`config.mk`:
```
export PLATFORM = sky130hd
export DESIGN_NAME = ied_decode
export DESIGN_NICKNAME = d
export VERILOG_FILES = /design/src/ied_alu.sv /design/src/ied_decode.sv
export SDC_FILE = /design/constraint.sdc
export NUM_CORES = 1
export LEC_CHECK = 0
export ABC_CLOCK_PERIOD_IN_PS = 3550
export BUFFER_PORTS_ARGS = -buffer_cell sky130_fd_sc_hd__buf_4
export CORE_ASPECT_RATIO = 0.7
export CORE_MARGIN = 2
export CORE_UTILIZATION = 48
export DETAILED_ROUTE_END_ITERATION = 10
export PLACE_DENSITY_LB_ADDON = 0.3
export RECOVER_POWER = 50
export SLEW_MARGIN = 20
export SYNTH_ARGS = -nofsm -noshare
export SYNTH_HDL_FRONTEND = slang
export SYNTH_SLANG_ARGS = --single-unit
```
`constraint.sdc`:
```
create_clock -name i_mclk -period 3.55 [get_ports i_mclk]
set_input_delay 0.1775 -clock i_mclk [delete_from_list [all_inputs] [get_ports i_mclk]]
set_output_delay 0.1775 -clock i_mclk [all_outputs]
set_load 0.02 [all_outputs]
```
`src/ied_alu.sv`:
```
// Constants package and the byte/word adder with indicator generation
package ied_pkg;
    // Operation codes (instruction bits 0-4, held in word bits 15:11)
    localparam logic [4:0] OP_BYTE_IMM_ADD = 5'h00;
    localparam logic [4:0] OP_SOFT_TRAP = 5'h04;
    localparam logic [4:0] OP_PRIV_GROUP = 5'h0b;
    localparam logic [4:0] OP_PRIV_SHORT = 5'h0c;
    localparam logic [4:0] OP_PRIV_LONG = 5'h0f;
    localparam logic [4:0] OP_PCHK_GROUP = 5'h16;
    localparam logic [4:0] OP_BYTE_ADD = 5'h18;
    // Function codes
    localparam logic [2:0] FN_BYTE_ADD = 3'h6;
    localparam logic [2:0] FN_PRIV_SHORT = 3'h6;
    localparam logic [3:0] FN_G_PCHK_A = 4'h1;
    localparam logic [3:0] FN_G_PCHK_B = 4'h9;
    localparam logic [3:0] FN_G_SOFT_A = 4'h3;
    localparam logic [3:0] FN_G_SOFT_B = 4'hb;
    localparam logic [3:0] FN_G_NOP_A = 4'h2;
    localparam logic [3:0] FN_G_NOP_B = 4'h4;
    localparam logic [3:0] FN_G_NOP_C = 4'ha;
    localparam logic [3:0] FN_G_NOP_D = 4'hc;
    localparam logic [4:0] FN_LONG_A = 5'h12;
    localparam logic [4:0] FN_LONG_B = 5'h1a;
    // Addressing mode field values
    localparam logic [1:0] AM_AUTO_INC = 2'h1;
    localparam logic [1:0] AM_INDIRECT = 2'h3;
    // Instruction field positions (word bit = 15 - instruction bit)
    localparam int OP_HI = 15;
    localparam int OP_LO = 11;
    localparam int R_HI = 10;
    localparam int R_LO = 8;
    localparam int RB_HI = 7;
    localparam int RB_LO = 6;
    localparam int AM_HI = 5;
    localparam int AM_LO = 4;
    localparam int DEST_POS = 3;
    // Status word positions (status bit n sits at word bit 15 - n)
    localparam int PSW_SPEC_POS = 15;
    localparam int PSW_ISA_POS = 14;
    localparam int PSW_PRIV_POS = 13;
    localparam int PSW_IFN_POS = 11;
    localparam int PSW_STK_POS = 9;
    localparam logic [15:0] PSW_OWN_MASK = 16'hea00;
    localparam logic [15:0] PSW_RESET = 16'h0000;
    // Indicator vector positions
    localparam int IND_CARRY = 4;
    localparam int IND_OVF = 3;
    localparam int IND_EVEN = 2;
    localparam int IND_NEG = 1;
    localparam int IND_ZERO = 0;
    // Register port
    localparam logic [3:0] REG_PSW = 4'h0;
    localparam logic [3:0] REG_STORE_TOP = 4'h1;
    localparam logic [3:0] REG_OUTCOME = 4'h2;
    localparam logic [15:0] STORE_TOP_RESET = 16'hffff;
    typedef enum logic [1:0] {OUT_RUN, OUT_NOP, OUT_PCHK, OUT_SOFT} ied_outcome_t;
endpackage

module ied_alu (
    input wire logic i_byte_mode,
    input wire logic [15:0] i_a,
    input wire logic [15:0] i_b,
    output logic [15:0] o_sum,
    output logic [4:0] o_ind
);
    import ied_pkg::*;
    logic [16:0] wide;
    logic [16:0] sext;
    logic [8:0] bwide;
    logic [8:0] bsext;
    logic ovf;
    logic carry;
    logic sign;

    always_comb begin
        wide = {1'b0, i_a} + {1'b0, i_b};
        sext = {i_a[15], i_a} + {i_b[15], i_b};
        bwide = {1'b0, i_a[7:0]} + {1'b0, i_b[7:0]};
        bsext = {i_a[7], i_a[7:0]} + {i_b[7], i_b[7:0]};
        if (i_byte_mode) begin
            o_sum = {8'h00, bwide[7:0]};
            ovf = bsext[8] ^ bsext[7];
            carry = ovf ? bsext[8] : bwide[8];
            sign = bwide[7];
        end else begin
            o_sum = wide[15:0];
            ovf = sext[16] ^ sext[15];
            carry = ovf ? sext[16] : wide[16];
            sign = wide[15];
        end
        o_ind = 5'h00;
        o_ind[IND_CARRY] = carry;
        o_ind[IND_OVF] = ovf;
        o_ind[IND_EVEN] = ~o_sum[0];
        o_ind[IND_NEG] = sign;
        o_ind[IND_ZERO] = i_byte_mode ? (o_sum[7:0] == 8'h00) : (o_sum == 16'h0000);
    end
endmodule

```
`src/ied_decode.sv`:
```
// Instruction exception decoder with byte add and byte-immediate add execution

module ied_decode (
    input wire logic i_mclk,
    input wire logic i_arst_n,
    input wire logic i_instr_valid,
    input wire logic [15:0] i_instr,
    input wire logic i_supervisor,
    input wire logic i_func_illegal,
    input wire logic [15:0] i_instr_end_addr,
    input wire logic i_ea_used,
    input wire logic [15:0] i_ea,
    input wire logic i_ea_even_req,
    input wire logic i_ind_used,
    input wire logic [15:0] i_ind_addr,
    input wire logic i_svc,
    input wire logic [15:0] i_svc_lsb_ptr,
    input wire logic [15:0] i_svc_start_ptr,
    input wire logic i_stk_push,
    input wire logic i_stk_pop,
    input wire logic i_stk_store_multiple,
    input wire logic [7:0] i_stm_words,
    input wire logic [7:0] i_stack_free,
    input wire logic i_stack_full,
    input wire logic i_stack_empty,
    input wire logic [15:0] i_reg_r,
    input wire logic [7:0] i_mem_byte,
    input wire logic [3:0] i_addr,
    input wire logic [15:0] i_wdata,
    input wire logic i_wr,
    input wire logic i_rd,
    output logic o_done,
    output ied_pkg::ied_outcome_t o_outcome,
    output logic o_program_check,
    output logic o_soft_trap,
    output logic o_no_op,
    output logic o_base_inc,
    output logic [1:0] o_base_idx,
    output logic o_reg_we,
    output logic [2:0] o_reg_idx,
    output logic [15:0] o_reg_wdata,
    output logic o_mem_we,
    output logic [15:0] o_mem_addr,
    output logic [7:0] o_mem_wdata,
    output logic o_ind_we,
    output logic [4:0] o_ind,
    output logic [15:0] o_psw,
    output logic [15:0] o_rdata
);
    import ied_pkg::*;

    function automatic logic group_priv(input logic [3:0] fn);
        group_priv = (fn == FN_G_PCHK_A) || (fn == FN_G_PCHK_B) || (fn == FN_G_SOFT_A) || (fn == FN_G_SOFT_B)
                     || (fn == FN_G_NOP_A) || (fn == FN_G_NOP_B) || (fn == FN_G_NOP_C) || (fn == FN_G_NOP_D);
    endfunction

    function automatic logic group_nop(input logic [3:0] fn);
        group_nop = (fn == FN_G_NOP_A) || (fn == FN_G_NOP_B) || (fn == FN_G_NOP_C) || (fn == FN_G_NOP_D);
    endfunction

    function automatic logic group_pchk(input logic [3:0] fn);
        group_pchk = (fn == FN_G_PCHK_A) || (fn == FN_G_PCHK_B);
    endfunction

    function automatic logic group_soft(input logic [3:0] fn);
        group_soft = (fn == FN_G_SOFT_A) || (fn == FN_G_SOFT_B);
    endfunction

    logic [4:0] op;
    logic [2:0] r_fld;
    logic [1:0] rb_fld;
    logic [1:0] am_fld;
    logic to_storage;
    logic is_byte_add;
    logic is_byte_imm;
    logic privileged;
    logic super_nop;
    logic pchk_ifn;
    logic pchk_priv;
    logic soft_ifn;
    logic bad_storage;
    logic bad_spec;
    logic bad_stack;
    logic [15:0] psw_set;
    logic [15:0] psw_clr;
    logic [15:0] psw_d;
    ied_outcome_t outcome;
    logic [15:0] alu_b;
    logic [15:0] alu_sum;
    logic [4:0] alu_ind;

    logic [15:0] psw_q;
    logic [15:0] store_top_q;
    ied_outcome_t last_q;

    assign op = i_instr[OP_HI:OP_LO];
    assign r_fld = i_instr[R_HI:R_LO];
    assign rb_fld = i_instr[RB_HI:RB_LO];
    assign am_fld = i_instr[AM_HI:AM_LO];
    assign to_storage = i_instr[DEST_POS];
    assign is_byte_add = (op == OP_BYTE_ADD) && (i_instr[2:0] == FN_BYTE_ADD);
    assign is_byte_imm = (op == OP_BYTE_IMM_ADD);

    // Privileged code set, shared by the no-operation and privilege cases
    always_comb begin
        privileged = ((op == OP_PRIV_GROUP) && group_priv(i_instr[3:0]))
                     || ((op == OP_PRIV_SHORT) && (i_instr[2:0] == FN_PRIV_SHORT))
                     || ((op == OP_PRIV_LONG) && ((i_instr[4:0] == FN_LONG_A) || (i_instr[4:0] == FN_LONG_B)));
        super_nop = i_supervisor && privileged && !(op == OP_PRIV_GROUP && !group_nop(i_instr[3:0]));
    end

    // Exception classification
    // Opcode 10110 traps in problem state and checks in supervisor state,
    // so the two tables never claim the same instruction at once
    always_comb begin
        pchk_priv = !i_supervisor && privileged;
        pchk_ifn = i_func_illegal;
        if (i_supervisor && (op == OP_PRIV_GROUP)
            && group_pchk(i_instr[3:0])) begin
            pchk_ifn = 1'b1;
        end
        if (i_supervisor && (op == OP_PCHK_GROUP)) begin
            pchk_ifn = 1'b1;
        end
        soft_ifn = (op == OP_SOFT_TRAP) || (!i_supervisor && (op == OP_PCHK_GROUP));
        if (i_supervisor && (op == OP_PRIV_GROUP)
            && group_soft(i_instr[3:0])) begin
            soft_ifn = 1'b1;
        end
        bad_storage = (i_instr_end_addr > store_top_q) || (i_ea_used && (i_ea > store_top_q));
        bad_spec = (i_ea_used && i_ea_even_req && !is_byte_add && i_ea[0])
                   || ((am_fld == AM_INDIRECT) && i_ind_used && i_ind_addr[0])
                   || (i_svc && (i_svc_lsb_ptr[0] || i_svc_start_ptr[0]));
        bad_stack = ((i_stk_push || i_stk_store_multiple) && i_stack_full)
                    || (i_stk_pop && i_stack_empty)
                    || (i_stk_store_multiple && (i_stm_words > i_stack_free));
        if (is_byte_imm) begin
            pchk_ifn = 1'b0;
            pchk_priv = 1'b0;
            bad_storage = 1'b0;
            bad_spec = 1'b0;
            soft_ifn = 1'b0;
            bad_stack = 1'b0;
        end
    end

    // Outcome and status bits, program checks ahead of soft traps
    // Only one status bit is set per instruction, the highest class wins
    // No-operation is the weakest outcome, any exception overrides it
    always_comb begin
        psw_set = 16'h0000;
        outcome = OUT_RUN;
        if (pchk_ifn || pchk_priv) begin
            outcome = OUT_PCHK;
            psw_set[PSW_IFN_POS] = pchk_ifn;
            psw_set[PSW_PRIV_POS] = pchk_priv && !pchk_ifn;
        end else if (bad_storage) begin
            outcome = OUT_PCHK;
            psw_set[PSW_ISA_POS] = 1'b1;
        end else if (bad_spec) begin
            outcome = OUT_PCHK;
            psw_set[PSW_SPEC_POS] = 1'b1;
        end else if (soft_ifn) begin
            outcome = OUT_SOFT;
            psw_set[PSW_IFN_POS] = 1'b1;
        end else if (bad_stack) begin
            outcome = OUT_SOFT;
            psw_set[PSW_STK_POS] = 1'b1;
        end else if (super_nop) begin
            outcome = OUT_NOP;
        end
        if (!i_instr_valid) begin
            psw_set = 16'h0000;
        end
    end

    // Sign-extended immediate or storage byte as second operand
    assign alu_b = is_byte_imm ? {{8{i_instr[7]}}, i_instr[7:0]} : {8'h00, i_mem_byte};

    ied_alu u_alu (
        .i_byte_mode(is_byte_add),
        .i_a(i_reg_r),
        .i_b(alu_b),
        .o_sum(alu_sum),
        .o_ind(alu_ind)
    );

    // Status word: hardware set wins over a software clear
    assign psw_clr = (i_wr && (i_addr == REG_PSW)) ? (i_wdata & PSW_OWN_MASK) : 16'h0000;

    // Next status word, shared by the register and its output copy
    assign psw_d = ((psw_q & ~psw_clr) | psw_set) & PSW_OWN_MASK;

    always_ff @(posedge i_mclk or negedge i_arst_n) begin
        if (!i_arst_n) begin
            psw_q <= PSW_RESET;
        end else begin
            psw_q <= psw_d;
        end
    end

    always_ff @(posedge i_mclk or negedge i_arst_n) begin
        if (!i_arst_n) begin
            store_top_q <= STORE_TOP_RESET;
        end else if (i_wr && (i_addr == REG_STORE_TOP)) begin
            store_top_q <= i_wdata;
        end
    end

    always_ff @(posedge i_mclk or negedge i_arst_n) begin
        if (!i_arst_n) begin
            last_q <= OUT_RUN;
        end else if (i_instr_valid) begin
            last_q <= outcome;
        end
    end

    // Read port, data one cycle after the strobe, zero elsewhere
    always_ff @(posedge i_mclk or negedge i_arst_n) begin
        if (!i_arst_n) begin
            o_rdata <= 16'h0000;
        end else if (i_rd) begin
            unique case (i_addr)
                REG_PSW: o_rdata <= psw_q & PSW_OWN_MASK;
                REG_STORE_TOP: o_rdata <= store_top_q;
                REG_OUTCOME: o_rdata <= {14'h0000, last_q};
                default: o_rdata <= 16'h0000;
            endcase
        end else begin
            o_rdata <= 16'h0000;
        end
    end

    always_ff @(posedge i_mclk or negedge i_arst_n) begin
        if (!i_arst_n) begin
            o_psw <= PSW_RESET;
        end else begin
            o_psw <= psw_d;
        end
    end

    // Outcome pulses
    always_ff @(posedge i_mclk or negedge i_arst_n) begin
        if (!i_arst_n) begin
            o_done <= 1'b0;
            o_outcome <= OUT_RUN;
            o_program_check <= 1'b0;
            o_soft_trap <= 1'b0;
            o_no_op <= 1'b0;
        end else begin
            o_done <= i_instr_valid;
            o_outcome <= i_instr_valid ? outcome : OUT_RUN;
            o_program_check <= i_instr_valid && (outcome == OUT_PCHK);
            o_soft_trap <= i_instr_valid && (outcome == OUT_SOFT);
            o_no_op <= i_instr_valid && (outcome == OUT_NOP);
        end
    end

    // Base register bump with the stack trap, on the same edge
    always_ff @(posedge i_mclk or negedge i_arst_n) begin
        if (!i_arst_n) begin
            o_base_inc <= 1'b0;
            o_base_idx <= 2'h0;
        end else begin
            o_base_inc <= i_instr_valid && (outcome == OUT_SOFT) && psw_set[PSW_STK_POS]
                          && (am_fld == AM_AUTO_INC);
            o_base_idx <= rb_fld;
        end
    end

    // Result writes, only when the instruction runs
    always_ff @(posedge i_mclk or negedge i_arst_n) begin
        if (!i_arst_n) begin
            o_reg_we <= 1'b0;
            o_reg_idx <= 3'h0;
            o_reg_wdata <= 16'h0000;
            o_mem_we <= 1'b0;
            o_mem_addr <= 16'h0000;
            o_mem_wdata <= 8'h00;
            o_ind_we <= 1'b0;
            o_ind <= 5'h00;
        end else begin
            o_reg_we <= 1'b0;
            o_mem_we <= 1'b0;
            o_ind_we <= 1'b0;
            o_reg_idx <= r_fld;
            o_mem_addr <= i_ea;
            o_mem_wdata <= alu_sum[7:0];
            o_ind <= alu_ind;
            if (i_instr_valid && (outcome == OUT_RUN)) begin
                if (is_byte_imm) begin
                    o_reg_we <= 1'b1;
                    o_reg_wdata <= alu_sum;
                    o_ind_we <= 1'b1;
                end else if (is_byte_add) begin
                    o_reg_we <= !to_storage;
                    o_mem_we <= to_storage;
                    o_reg_wdata <= {i_reg_r[15:8], alu_sum[7:0]};
                    o_ind_we <= 1'b1;
                end
            end
        end
    end
endmodule

```
# == Word level (Yosys, flattened, before mapping) ==
# Index checks and enable logic that the tools add are counted.
# totals
elab_cells,177
out_inout_bits,92
reg_bits,99
in_bits,172
# classes
n_lt_le_gt_ge,3
bitwise,6
muxes,53
n_addsub,4
reduce_logical,68
n_eq_ne,24
# ops
cell,n
$mux W16,7
$pmux W16 S3,1
$mux W1,38
$add A16 B16 Y17,2
$gt A16 B16 Y1,2
$logic_and A1 B1 Y1,32
$logic_or A1 B1 Y1,23
$eq A5 B5 Y1 const B,4
$add A8 B8 Y9,2
$and A16 B16 Y16,1
$eq A4 B4 Y1 const B,4
$logic_not A16 Y1,1
$not A16 Y16,1
$or A16 B16 Y16,1
$eq A5 B4 Y1 const B,3
$mux W2,7
$eq A4 B2 Y1 const B,3
$eq A4 B1 Y1 const B,2
$gt A8 B8 Y1,1
$logic_not A8 Y1,1
$eq A2 B2 Y1 const B,3
$logic_not A1 Y1,6
$eq A5 B3 Y1 const B,1
$logic_not A5 Y1,1
other kinds (9),11

# == Longest topological paths before layout ==
# Gate-level depths: netlist of run 1.
# depth
depth_word,23
ltp_mapped,17
mapped_depth_nobuf,14

# == Cells and area by module ==
# From an unflattened synthesis of run 1, not the netlist that was laid out.
# unflattened
cells_unflattened,557
area_unflattened_um2,5804.3
# modules_own_cells
module,seq_area_each_um2,area_per_inst_um2,instances,cells_each
ied_decode,2497.4,4853.4,1,436
ied_alu,0.0,950.9,1,121

# == Worst setup path after synthesis of run 1 ==
# Ideal clock, no wire load.
# synth_timing
path_type,input port to flip-flop
start,in i_instr[12]
end,reg o_reg_wdata[14]
setup_slack_ns,-0.250
t_arrival_ns,3.678
setup_time_ns,0.121
required_ns,3.429
cell_stages,17
cell_sequence,or2_2 -> or4_1 -> clkbuf_1 -> clkbuf_1 -> buf_1 -> nand2_1 -> nand2_1 -> ha_1 -> fa_1 -> a211oi_1 -> nor2_1 -> a221o_1 -> a211o_1 -> a21oi_1 -> xor2_1 -> a21oi_1 -> o22a_1
# synth_via
elab_chain_len,15
elab_cells_between_ends,53
# synth_lines
element,line_no,text
from (decl),ied_decode.sv:7,"input wire logic [15:0] i_instr,"
"$eq A5 B4 Y1, on equally long branches",n/a,
"$logic_and A1 B1 Y1, on equally long branches","ied_decode.sv:106, ied_decode.sv:107",
$logic_or A1 B1 Y1,ied_decode.sv:107,|| ((op == OP_PRIV_SHORT) && (i_instr[2:0] == FN_PRIV_SHORT))
$logic_or A1 B1 Y1,ied_decode.sv:108,|| ((op == OP_PRIV_LONG) && ((i_instr[4:0] == FN_LONG_A) || (i_instr[4:0] == FN_LONG_B)));
$logic_and A1 B1 Y1 (2 in series),ied_decode.sv:109,super_nop = i_supervisor && privileged && !(op == OP_PRIV_GROUP && !group_nop(i_instr[3:0]));
$mux W1,ied_decode.sv:169,end else if (super_nop) begin
$mux W2,ied_decode.sv:166,end else if (bad_stack) begin
$mux W2,ied_decode.sv:163,end else if (soft_ifn) begin
$mux W2,ied_decode.sv:160,end else if (bad_spec) begin
$mux W2,ied_decode.sv:157,end else if (bad_storage) begin
$mux W2,ied_decode.sv:153,if (pchk_ifn || pchk_priv) begin
$logic_not A2 Y1,ied_decode.sv:290,if (i_instr_valid && (outcome == OUT_RUN)) begin
$logic_and A1 B1 Y1,ied_decode.sv:290,
$reduce_and A2 Y1 (no source line),n/a,
to (signal assigned),ied_decode.sv:293,o_reg_wdata <= alu_sum;
to (signal assigned),ied_decode.sv:298,"o_reg_wdata <= {i_reg_r[15:8], alu_sum[7:0]};"
to (decl),ied_decode.sv:41,"output logic [15:0] o_reg_wdata,"
# Several ways; a longest one is shown, not always the timed one.
# A chain may end at the register's enable or synchronous reset.

# == Worst setup path after layout of run 1 ==
# layout_timing
start,reg store_top_q[13]
end,reg o_no_op
# layout_via
elab_chain_len,8
elab_cells_between_ends,9
# layout_lines
element,line_no,text
from (decl),ied_decode.sv:93,logic [15:0] store_top_q;
from (signal assigned),ied_decode.sv:206,store_top_q <= i_wdata;
$gt A16 B16 Y1,ied_decode.sv:130,bad_storage = (i_instr_end_addr > store_top_q) || (i_ea_used && (i_ea > store_top_q));
$logic_and A1 B1 Y1,ied_decode.sv:130,
$logic_or A1 B1 Y1 (*),ied_decode.sv:130,
$mux W1 (*),ied_decode.sv:137,if (is_byte_imm) begin
$mux W2 (*),ied_decode.sv:157,
$mux W2 (*),ied_decode.sv:153,
$eq A2 B1 Y1 (*),ied_decode.sv:255,o_no_op <= i_instr_valid && (outcome == OUT_NOP);
$logic_and A1 B1 Y1 (*),ied_decode.sv:255,
to (signal assigned),ied_decode.sv:255,
to (decl),ied_decode.sv:36,"output logic o_no_op,"
# Every way passes the cells marked *; elsewhere a longest branch is shown, timed or not.

==> summary.txt, run 1 <==
Synth
  • Post-synth ARST share: 1.00
  • Sequential-to-total area share from yosys stat: 0.438
  • Number of unique standard cell types used by synthesis: 66
  • Synth Area per Inst: 10.4 sq um
  • Synth Cell Area: around 0.0057 sq mm
  • FF+latch count, synth: 99
  • EDFF count, synth: 0
  • Gate count of the mapped netlist: approximately 550
  • Synth Flop Type: dfrtp_1
  • Synth warnings: 0

Power and ir drop
  • Sw Share: 0.327
  • Seq pwr share: 0.410
  • LEAKAGE: between 3 and 4 nW
  • P_int: roughly 2.2 mW
  • Clk pwr share: 0.304
  • Logic pwr share: 0.286
  • Pwr dens: just over 400 mW/mm^2
  • NetSw: between 1 and 1.5 mW
  • Peak VDD IR: roughly 260 uV

Run status
  • Status: finished, violations left
  • Failing checks: max-capacitance violations, max-slew violations

Placed design
  • Port Buffer Count: a little over 200
  • DP Area: ~0.0076 sq mm
  • Placer Congestion: ~0.9
  • Dpl ws: -0.0516 ns
  • DP HPWL: around 13 mm

Global routing
  • Largest net degree at the start of global routing: 88
  • GR Overflow Total: 0
  • Vias in the first global route: 5320
  • First-pass GRT wire length: 26.6 mm
  • Total track usage: 0.269
  • Initial antenna violation count: 0

STA
  • Finish-stage setup viols: 0
  • Final hold viol count: 0
  • Period utilization: 0.925
  • Setup repair after global routing missed its margin: no
  • Max Clk Rate: 0.305 GHz
  • Final Skew: just under 0.009 ns
  • Post-layout worst setup margin: between 0.2 and 0.3 ns
  • Slew Limit Fails: 88
  • Final min period: roughly 3.3 ns
  • Slew at the pin with the worst max-slew slack: ~2.1 ns
  • Slew headroom: -0.420

Worst hold path
  • Hold Path Class: in -> reg
  • Worst Hold Depth: 2

Die
  • Die area: approximately 0.013 sq mm
  • Core region area: 0.0116 sq mm
  • Die H: 95.2 um
  • Chip width: between 100 and 150 um
  • Num rows: 33
  • Initial Util: 0.490
  • Io pins: approximately 260

Finish
  • Post-route cell area: roughly 0.0078 sq mm
  • Layout cells sized above 1: 0.277
  • Nets: between 1000 and 1500
  • Antenna fix cells: 0
  • Synthesis-to-finish area growth: 37.3%

Routing
  • Via count: around 5300
  • Vias per cell: between 5 and 6
  • DRT Pass-1 Iters: 5
  • Wire length per cell: approximately 18 um
  • Drt first-iter violations: approximately 440
  • Post-route antenna net violation count: 0
  • Total wire length: approximately 17 mm
  • DRC violation count after routing: 0

Setup path
  • CP Data Arrival Time: between 3 and 4 ns
  • Crit path capture type: register
  • Setup CP Type: reg -> reg
  • CP startpoint kind: register
  • CP max FO: 4
  • Required time worst endpoint: 3.81 ns
  • Worst Reg-to-Reg Cells: 12

Clocking
  • Setup Fix Bufs, Post-CTS: 0
  • Clock sink count: 99
  • CTS HTree Levels: 3
  • Clock Pin Slew Worst Setup and Hold Paths: about 0.08 ns
  • Root Buffer: clkbuf_16
  • CTS tree: yes
  • Max clock buf depth: 2
  • Clock Latency Late Sink: ~0.35 ns
  • Cts bufs inserted: 9

Run
  • Max-cap violations: 1
[Yosys cell counts, drive strengths merged, types with 4 or more instances]
master | number | area share
o21ai | 24 | 0.021
and2 | 14 | 0.016
mux2 | 28 | 0.058
dfrtp | 83 | 0.36
a21o | 17 | 0.022
nand4b | 5 | 0.0077
nor3 | 9 | 0.0079
nand2 | 54 | 0.036
a21oi | 22 | 0.019
clkbuf | 8 | 0.0053
nor2 | 33 | 0.023
a211oi | 6 | 0.0079
o211ai | 6 | 0.0079
a31oi | 4 | 0.0044
ha | 56 | 0.12
o22ai | 4 | 0.0044
xnor2 | 6 | 0.0092
a22oi | 4 | 0.0053
nand3 | 9 | 0.0079
buf | 13 | 0.018
xor2 | 8 | 0.012
nand4 | 13 | 0.014
and3 | 4 | 0.0044
dfstp | 16 | 0.074
a2111oi | 5 | 0.012
mux2i | 6 | 0.011
inv | 34 | 0.022
nor2b | 10 | 0.011
[per-stage QoR]
stage,utilization,std cells,hold WS [ns],total power [mW],setup TNS [ns]
global placement,0.656,935,0.289,2.24,0
CTS,0.700,972,0.00415,3.29,0
global route,0.673,973,0.0192,3.41,0
floorplan,-,558,-0.118,1.86,0
finish,0.673,973,0.0169,3.23,0
detailed placement,0.656,935,0.288,2.28,-0.0516
[cell families (layout without fill, tap and decap cells)]
family | Yosys count | in the layout | share of synthesized area
other | 1 | 11 | 0.000657
adders and majority gates | 57 | 57 | 0.126
DFF | 99 | 99 | 0.438
muxes | 34 | 34 | 0.0684
xor gates and xnor gates | 14 | 14 | 0.0215
buffers and inverters | 55 | 313 | 0.0454
AOI/OAI and AO/OA | 116 | 116 | 0.142
and+or+nand+nor | 172 | 172 | 0.158
[sequential cells by signal, summed over array words and instances (netlist names), 2 cells and up]
| name | count |
|---|---|
| o_mem_addr | 16 |
| o_rdata | 16 |
| o_reg_wdata | 16 |
| store_top_q | 16 |
| o_mem_wdata | 8 |
| o_ind | 5 |
| o_psw | 5 |
| o_reg_idx | 3 |
| last_q | 2 |
| o_base_idx | 2 |
| o_outcome | 2 |
[critical path: stages, from the launching register on]
cell and delay (ns):
dfstp_2 0.55, inv_1 0.08, ha_1 0.29, a21o_1 0.19, a21o_1 0.18, a21o_1 0.18
a2111oi_1 0.53, o22ai_1 0.19, buf_4 0.19, o21ai_0 0.21, buf_4 0.18, nand4_1 0.18
nor3_1 0.25
[worst paths after layout]
kind                                  from              to  slack [ns]
min                             i_instr[3]        o_reg_we        0.02
max                        store_top_q[13]         o_no_op        0.27
min in group asynchronous         i_arst_n  o_mem_wdata[6]        0.99
min reg2reg                 o_reg_wdata[5]  o_reg_wdata[5]        0.52
max in group asynchronous         i_arst_n       o_psw[13]        1.30
max reg2reg                store_top_q[13]         o_no_op        0.27
[power groups by stage]
stage | clock, mW | combinational, mW | sequential, mW
after floorplan | 0 | 0.446 | 1.41
after global placement | 0 | 0.900 | 1.34
after detailed placement | 0 | 0.937 | 1.35
after CTS | 1.00 | 0.963 | 1.33
after global routing | 1.06 | 1.01 | 1.34
final | 0.982 | 0.923 | 1.33
[area by class of cell]
| type | count | area (sq um) |
|---|---|---|
| inverter | 34 | 128 |
| clock inverter | 7 | 73.8 |
| tap | 157 | 196 |
| clock buffer | 9 | 225 |
| timing repair buffer | 263 | 1710 |
| sequential | 99 | 2500 |
| multi-input combinational | 404 | 3000 |
| fill | 965 | 3810 |
[metal layers]
| layer | global-route usage | vias to the layer above | share of wire |
|---|---|---|---|
| met5 | 0 | - | 0 |
| met4 | 0.0675 | 0 | 0.017 |
| met3 | 0.0633 | 27 | 0.070 |
| met2 | 0.439 | 195 | 0.46 |
| met1 | 0.365 | 2589 | 0.45 |
| li1 | - | 2483 | - |
[what timing repair did]
action                                  in CTS  in global routing
endpoints found under the hold margin       21                 73
resized for setup                            0                  1
hold buffers                                21                  1
endpoints found under the setup margin       0                  1
[cell usage in the layout, fill, tap and decap left out, types with 8 or more instances in the layout]
cell | netlist | routed
buf_4 | 11 | 141
xor2_1 | 8 | 8
nand4_1 | 13 | 13
nor3_1 | 9 | 9
clkbuf_4 | 0 | 11
nand3_1 | 9 | 9
mux2_2 | 24 | 24
ha_1 | 56 | 55
a21o_1 | 17 | 17
dfrtp_1 | 83 | 83
nand2_1 | 54 | 54
and2_1 | 13 | 8
inv_1 | 34 | 34
conb_1 | 1 | 11
clkbuf_1 | 8 | 87
dlygate4sd3_1 | 0 | 22
a21oi_1 | 22 | 21
nor2_1 | 32 | 32
dfstp_2 | 16 | 14
nor2b_1 | 10 | 10
clkbuf_16 | 0 | 9
o21ai_0 | 24 | 24
No activity file was read; power rests on OpenSTA's default activity.
==> inputs of run 2 (changes only) <==
--- a/config.mk
+++ b/config.mk
@@ -5,13 +5,13 @@
 export SDC_FILE = /design/constraint.sdc
 export NUM_CORES = 1
 export LEC_CHECK = 0
+export ABC_AREA = 1
 export ABC_CLOCK_PERIOD_IN_PS = 3550
 export BUFFER_PORTS_ARGS = -buffer_cell sky130_fd_sc_hd__buf_4
 export CORE_ASPECT_RATIO = 0.7
-export CORE_MARGIN = 2
 export CORE_UTILIZATION = 48
 export DETAILED_ROUTE_END_ITERATION = 10
-export PLACE_DENSITY_LB_ADDON = 0.3
+export PLACE_DENSITY = 0.81
 export RECOVER_POWER = 50
 export SLEW_MARGIN = 20
 export SYNTH_ARGS = -nofsm -noshare
==> summary.txt, run 2 <==
Synth
  • Synth area leaders: dfrtp_1 (35%), nand2_1 (13%), ha_1 (12%) (was dfrtp_1 (36%), ha_1 (12%), dfstp_2 (7.4%))
  • EDFF count, synth: 0 (unchanged)
  • Synth Area per Inst: 8.12 sq um (was 10.4 sq um)
  • Post-synth ARST share: 1.00 (unchanged)
  • Synth Flop Type: dfrtp_1 (unchanged)
  • Synth warnings: 0 (unchanged)
  • Share of the synthesized area in the top cell type: 0.354 (was 0.364)
  • Most common library cells after synthesis: nand2_1 (201), dfrtp_1 (83), inv_1 (77) (was dfrtp_1 (83), ha_1 (56), nand2_1 (54))
  • Sequential-to-total area share from yosys stat: 0.426 (was 0.438)
  • Cell taking the most area after synthesis: dfrtp_1 (unchanged)
  • Synth Cell Area: 0.00586 sq mm (was 0.00570 sq mm)
  • Gate count of the mapped netlist: 722 (was 548)
  • FF+latch count, synth: 99 (unchanged)
  • Most frequent cell after synthesis: nand2_1 (was dfrtp_1)
  • Number of unique standard cell types used by synthesis: 45 (was 66)

Setup path
  • Slowest cell on crit path: o21ai_0 (was dfstp_2)
  • Slowest stage delay, CP: 0.59 ns (was 0.55 ns)
  • Required time worst endpoint: 3.85 ns (was 3.81 ns)
  • CP Data Arrival Time: 3.26 ns (was 3.54 ns)
  • Worst path cell trace: buf_4, nor3_2, nand2_1, inv_1, nand2_1, nand2_1, ha_1, nand2_1, nand2_1, o21ai_0, o21ai_0, nand2_1, nand3b_1, nand3_1, o21ai_0, nand3_1, nand2_1 (was inv_1, ha_1, a21o_1, a21o_1, a21o_1, a2111oi_1, o22ai_1, buf_4, o21ai_0, buf_4, nand4_1, nor3_1)
  • Family with the most delay on the worst path: simple AND/OR/NAND/NOR gates (was compound AO/OA/AOI/OAI gates)
  • Worst Reg-to-Reg Cells: 14 (was 12)
  • Crit path capture type: register (unchanged)
  • Critical Path Stages: 17 (was 12)
  • CP startpoint kind: input pin (was register)
  • Reg2reg end: o_reg_wdata[2] (was o_no_op)
  • Cell repeated most along the worst path: nand2_1 (was a21o_1)
  • CP Launch Point: i_instr[15] (was store_top_q[13])
  • Critical path endpoint: o_reg_wdata[11] (was o_no_op)
  • R2r setup slk: 0.89 ns (was 0.27 ns)
  • CP max FO: 11 (was 4)
  • Setup CP Type: in -> reg (was reg -> reg)
  • Crit path buffers/inverters: 2 (was 3)
  • Worst r2r src: store_top_q[15] (was store_top_q[13])

Power and ir drop
  • Pwr dens: 409 mW/mm^2 (was 412 mW/mm^2)
  • LEAKAGE: 4.17 nW (was 3.83 nW)
  • Peak VDD IR: 286 uV (was 262 uV)

Global routing
  • Total track usage: 0.283 (was 0.269)
  • GR Overflow Total: 0 (unchanged)
  • First-pass GRT wire length: 27.4 mm (was 26.6 mm)
  • Vias in the first global route: 5317 (was 5320)
  • Largest net degree at the start of global routing: 49 (was 88)
  • Initial antenna violation count: 0 (unchanged)

Finish
  • Commonest non-fill, non-tap cells in the layout: nand2_1 (201), buf_4 (121), dfrtp_1 (83), clkbuf_1 (82), inv_1 (77) (was buf_4 (141), clkbuf_1 (87), dfrtp_1 (83), ha_1 (55), nand2_1 (54))
  • Leading cell type in the layout, fill and taps excluded: nand2_1 (was buf_4)
  • Number of fill cells: 1071 (was 965)
  • Layout Utilization: 0.660 (was 0.673)
  • Synthesis-to-finish area growth: 33.1% (was 37.3%)
  • Antenna fix cells: 0 (unchanged)
  • Nets: 1187 (was 1040)
  • Layout cells sized above 1: 0.195 (was 0.277)

STA
  • Slew Limit Fails: 49 (was 88)
  • Period utilization: 0.835 (was 0.925)
  • Finish-stage setup viols: 0 (unchanged)
  • Final min period: 2.96 ns (was 3.28 ns)
  • Slew headroom: -0.803 (was -0.420)
  • Max Clk Rate: 0.337 GHz (was 0.305 GHz)
  • TNS Setup: 0 ns (unchanged)
  • Slew at the pin with the worst max-slew slack: 2.70 ns (was 2.13 ns)
  • Final hold viol count: 0 (unchanged)
  • Setup repair after global routing missed its margin: no (unchanged)
  • Final Skew: 0.00827 ns (was 0.00868 ns)

Placed design
  • Placer Congestion: 0.894 (was 0.890)
  • Port Buffer Count: 207 (unchanged)
  • DP HPWL: 13.3 mm (was 13.4 mm)

Die
  • Chip width: 134 um (about the same)
  • Die H: 94.4 um (was 95.2 um)
  • Initial Util: 0.496 (was 0.490)
  • Core region area: 0.0118 sq mm (was 0.0116 sq mm)
  • Io pins: 264 (unchanged)
  • Die area: 0.0127 sq mm (was 0.0128 sq mm)
  • Num rows: 33 (unchanged)

Run status
  • Status: finished, violations left (unchanged)
  • Failing checks: max-capacitance violations, max-slew violations (unchanged)

Clocking
  • CTS tree: yes (unchanged)
  • Setup Fix Bufs, Post-CTS: 0 (unchanged)
  • Clock sink count: 99 (unchanged)
  • Max clock buf depth: 2 (unchanged)
  • Clock Pin Slew Worst Setup and Hold Paths: 0.08 ns (about the same)
  • Clock Latency Late Sink: 0.36 ns (was 0.35 ns)
  • CTS HTree Levels: 3 (unchanged)
  • Cts bufs inserted: 9 (unchanged)
  • Root Buffer: clkbuf_16 (unchanged)

Routing
  • Vias per cell: 5.04 (was 5.44)
  • Via count: 5646 (was 5294)
  • Total wire length: 17.2 mm (was 17.1 mm)
  • DRT Pass-1 Iters: 5 (unchanged)
  • DRC violation count after routing: 0 (unchanged)
  • Wire length per cell: 15.4 um (was 17.6 um)
  • Drt first-iter violations: 357 (was 436)
  • Post-route antenna net violation count: 0 (unchanged)

Run
  • Max-cap violations: 1 (unchanged)

Worst hold path
  • Hold Path Class: in -> reg (unchanged)
-- run 2: final cells by class --
cell class	count	area (sq um)	share of cell area
Inverter	81	304	0.0390
Sequential cell	99	2500	0.320
Timing Repair Buffer	237	1530	0.196
Tap cell	157	196	0.0252
Clock inverter	7	88.8	0.0114
Clock buffer	9	225	0.0289
Multi-Input combinational cell	530	2960	0.379
-- run 2: worst register-to-register path, stage by stage (launching register included) --
cell and delay (ns):
dfstp_2 0.56, inv_1 0.07, ha_1 0.31, a21oi_1 0.13, o21ai_0 0.11, nor2_1 0.19
nand2_1 0.08, nand2_1 0.08, nand2_1 0.08, nand2_1 0.24, nand2_2 0.14, nor2_4 0.14
nand3_4 0.21, nand2_1 0.15, nand2_1 0.06
-- run 2: logic make-up after synthesis --
| family | share of synthesized area |
|---|---|
| xor gates and xnor gates | 0.00897 |
| other | 0.000640 |
| DFF | 0.426 |
| muxes | 0.00192 |
| adders and majority gates | 0.123 |
| AOI/OAI and AO/OA | 0.103 |
| buffers and inverters | 0.0758 |
| and+or+nand+nor | 0.261 |
-- run 2: worst min-delay path by stage --
stage	start	endpoint	slack [ns]	cells past startpoint
2_1_floorplan	i_arst_n	last_q[0]	-0.12	0
5_1_grt	i_instr[5]	o_base_inc	0.03	2
3_3_place_gp	i_arst_n	o_mem_addr[4]	0.24	1
4_1_cts	i_instr[5]	o_base_inc	0.02	2
6_report	i_instr[5]	o_base_inc	0.03	2
3_5_place_dp	i_arst_n	o_mem_addr[5]	0.24	1
-- run 2: power by group --
part / leakage (nW) / total [mW] / internal [mW] / switching, mW
Combinational: 2.80 / 0.848 / 0.326 / 0.522
Sequential: 1.22 / 1.30 / 1.25 / 0.0511
Clock: 0.153 / 1.04 / 0.513 / 0.522
-- run 2: timing repair --
| item | in CTS | in global routing |
|---|---|---|
| endpoints found under the hold margin | 54 | 0 |
| hold buffers | 23 | 0 |
| resized for setup | 0 | 0 |
-- run 2: layer usage --
layer  track usage  part of all wire  up-vias
li1              -                 -     2813
met1         0.400              0.46     2549
met2         0.430              0.43      254
met3        0.0590             0.083       30
met4        0.0964             0.025        0
met5             0                 0        -
-- run 2: metrics by stage --
step	worst slack [ns]	area [sq um]	instances	power (mW)	hold WS, ns
floorplan	0.807	5900	732	1.81	-0.118
global placement	0.438	7560	1081	2.16	0.236
detailed placement	0.364	7560	1081	2.18	0.236
CTS	0.725	8100	1120	3.24	0.0245
global route	0.218	7800	1120	3.35	0.0327
finish	0.587	7800	1120	3.19	0.0335
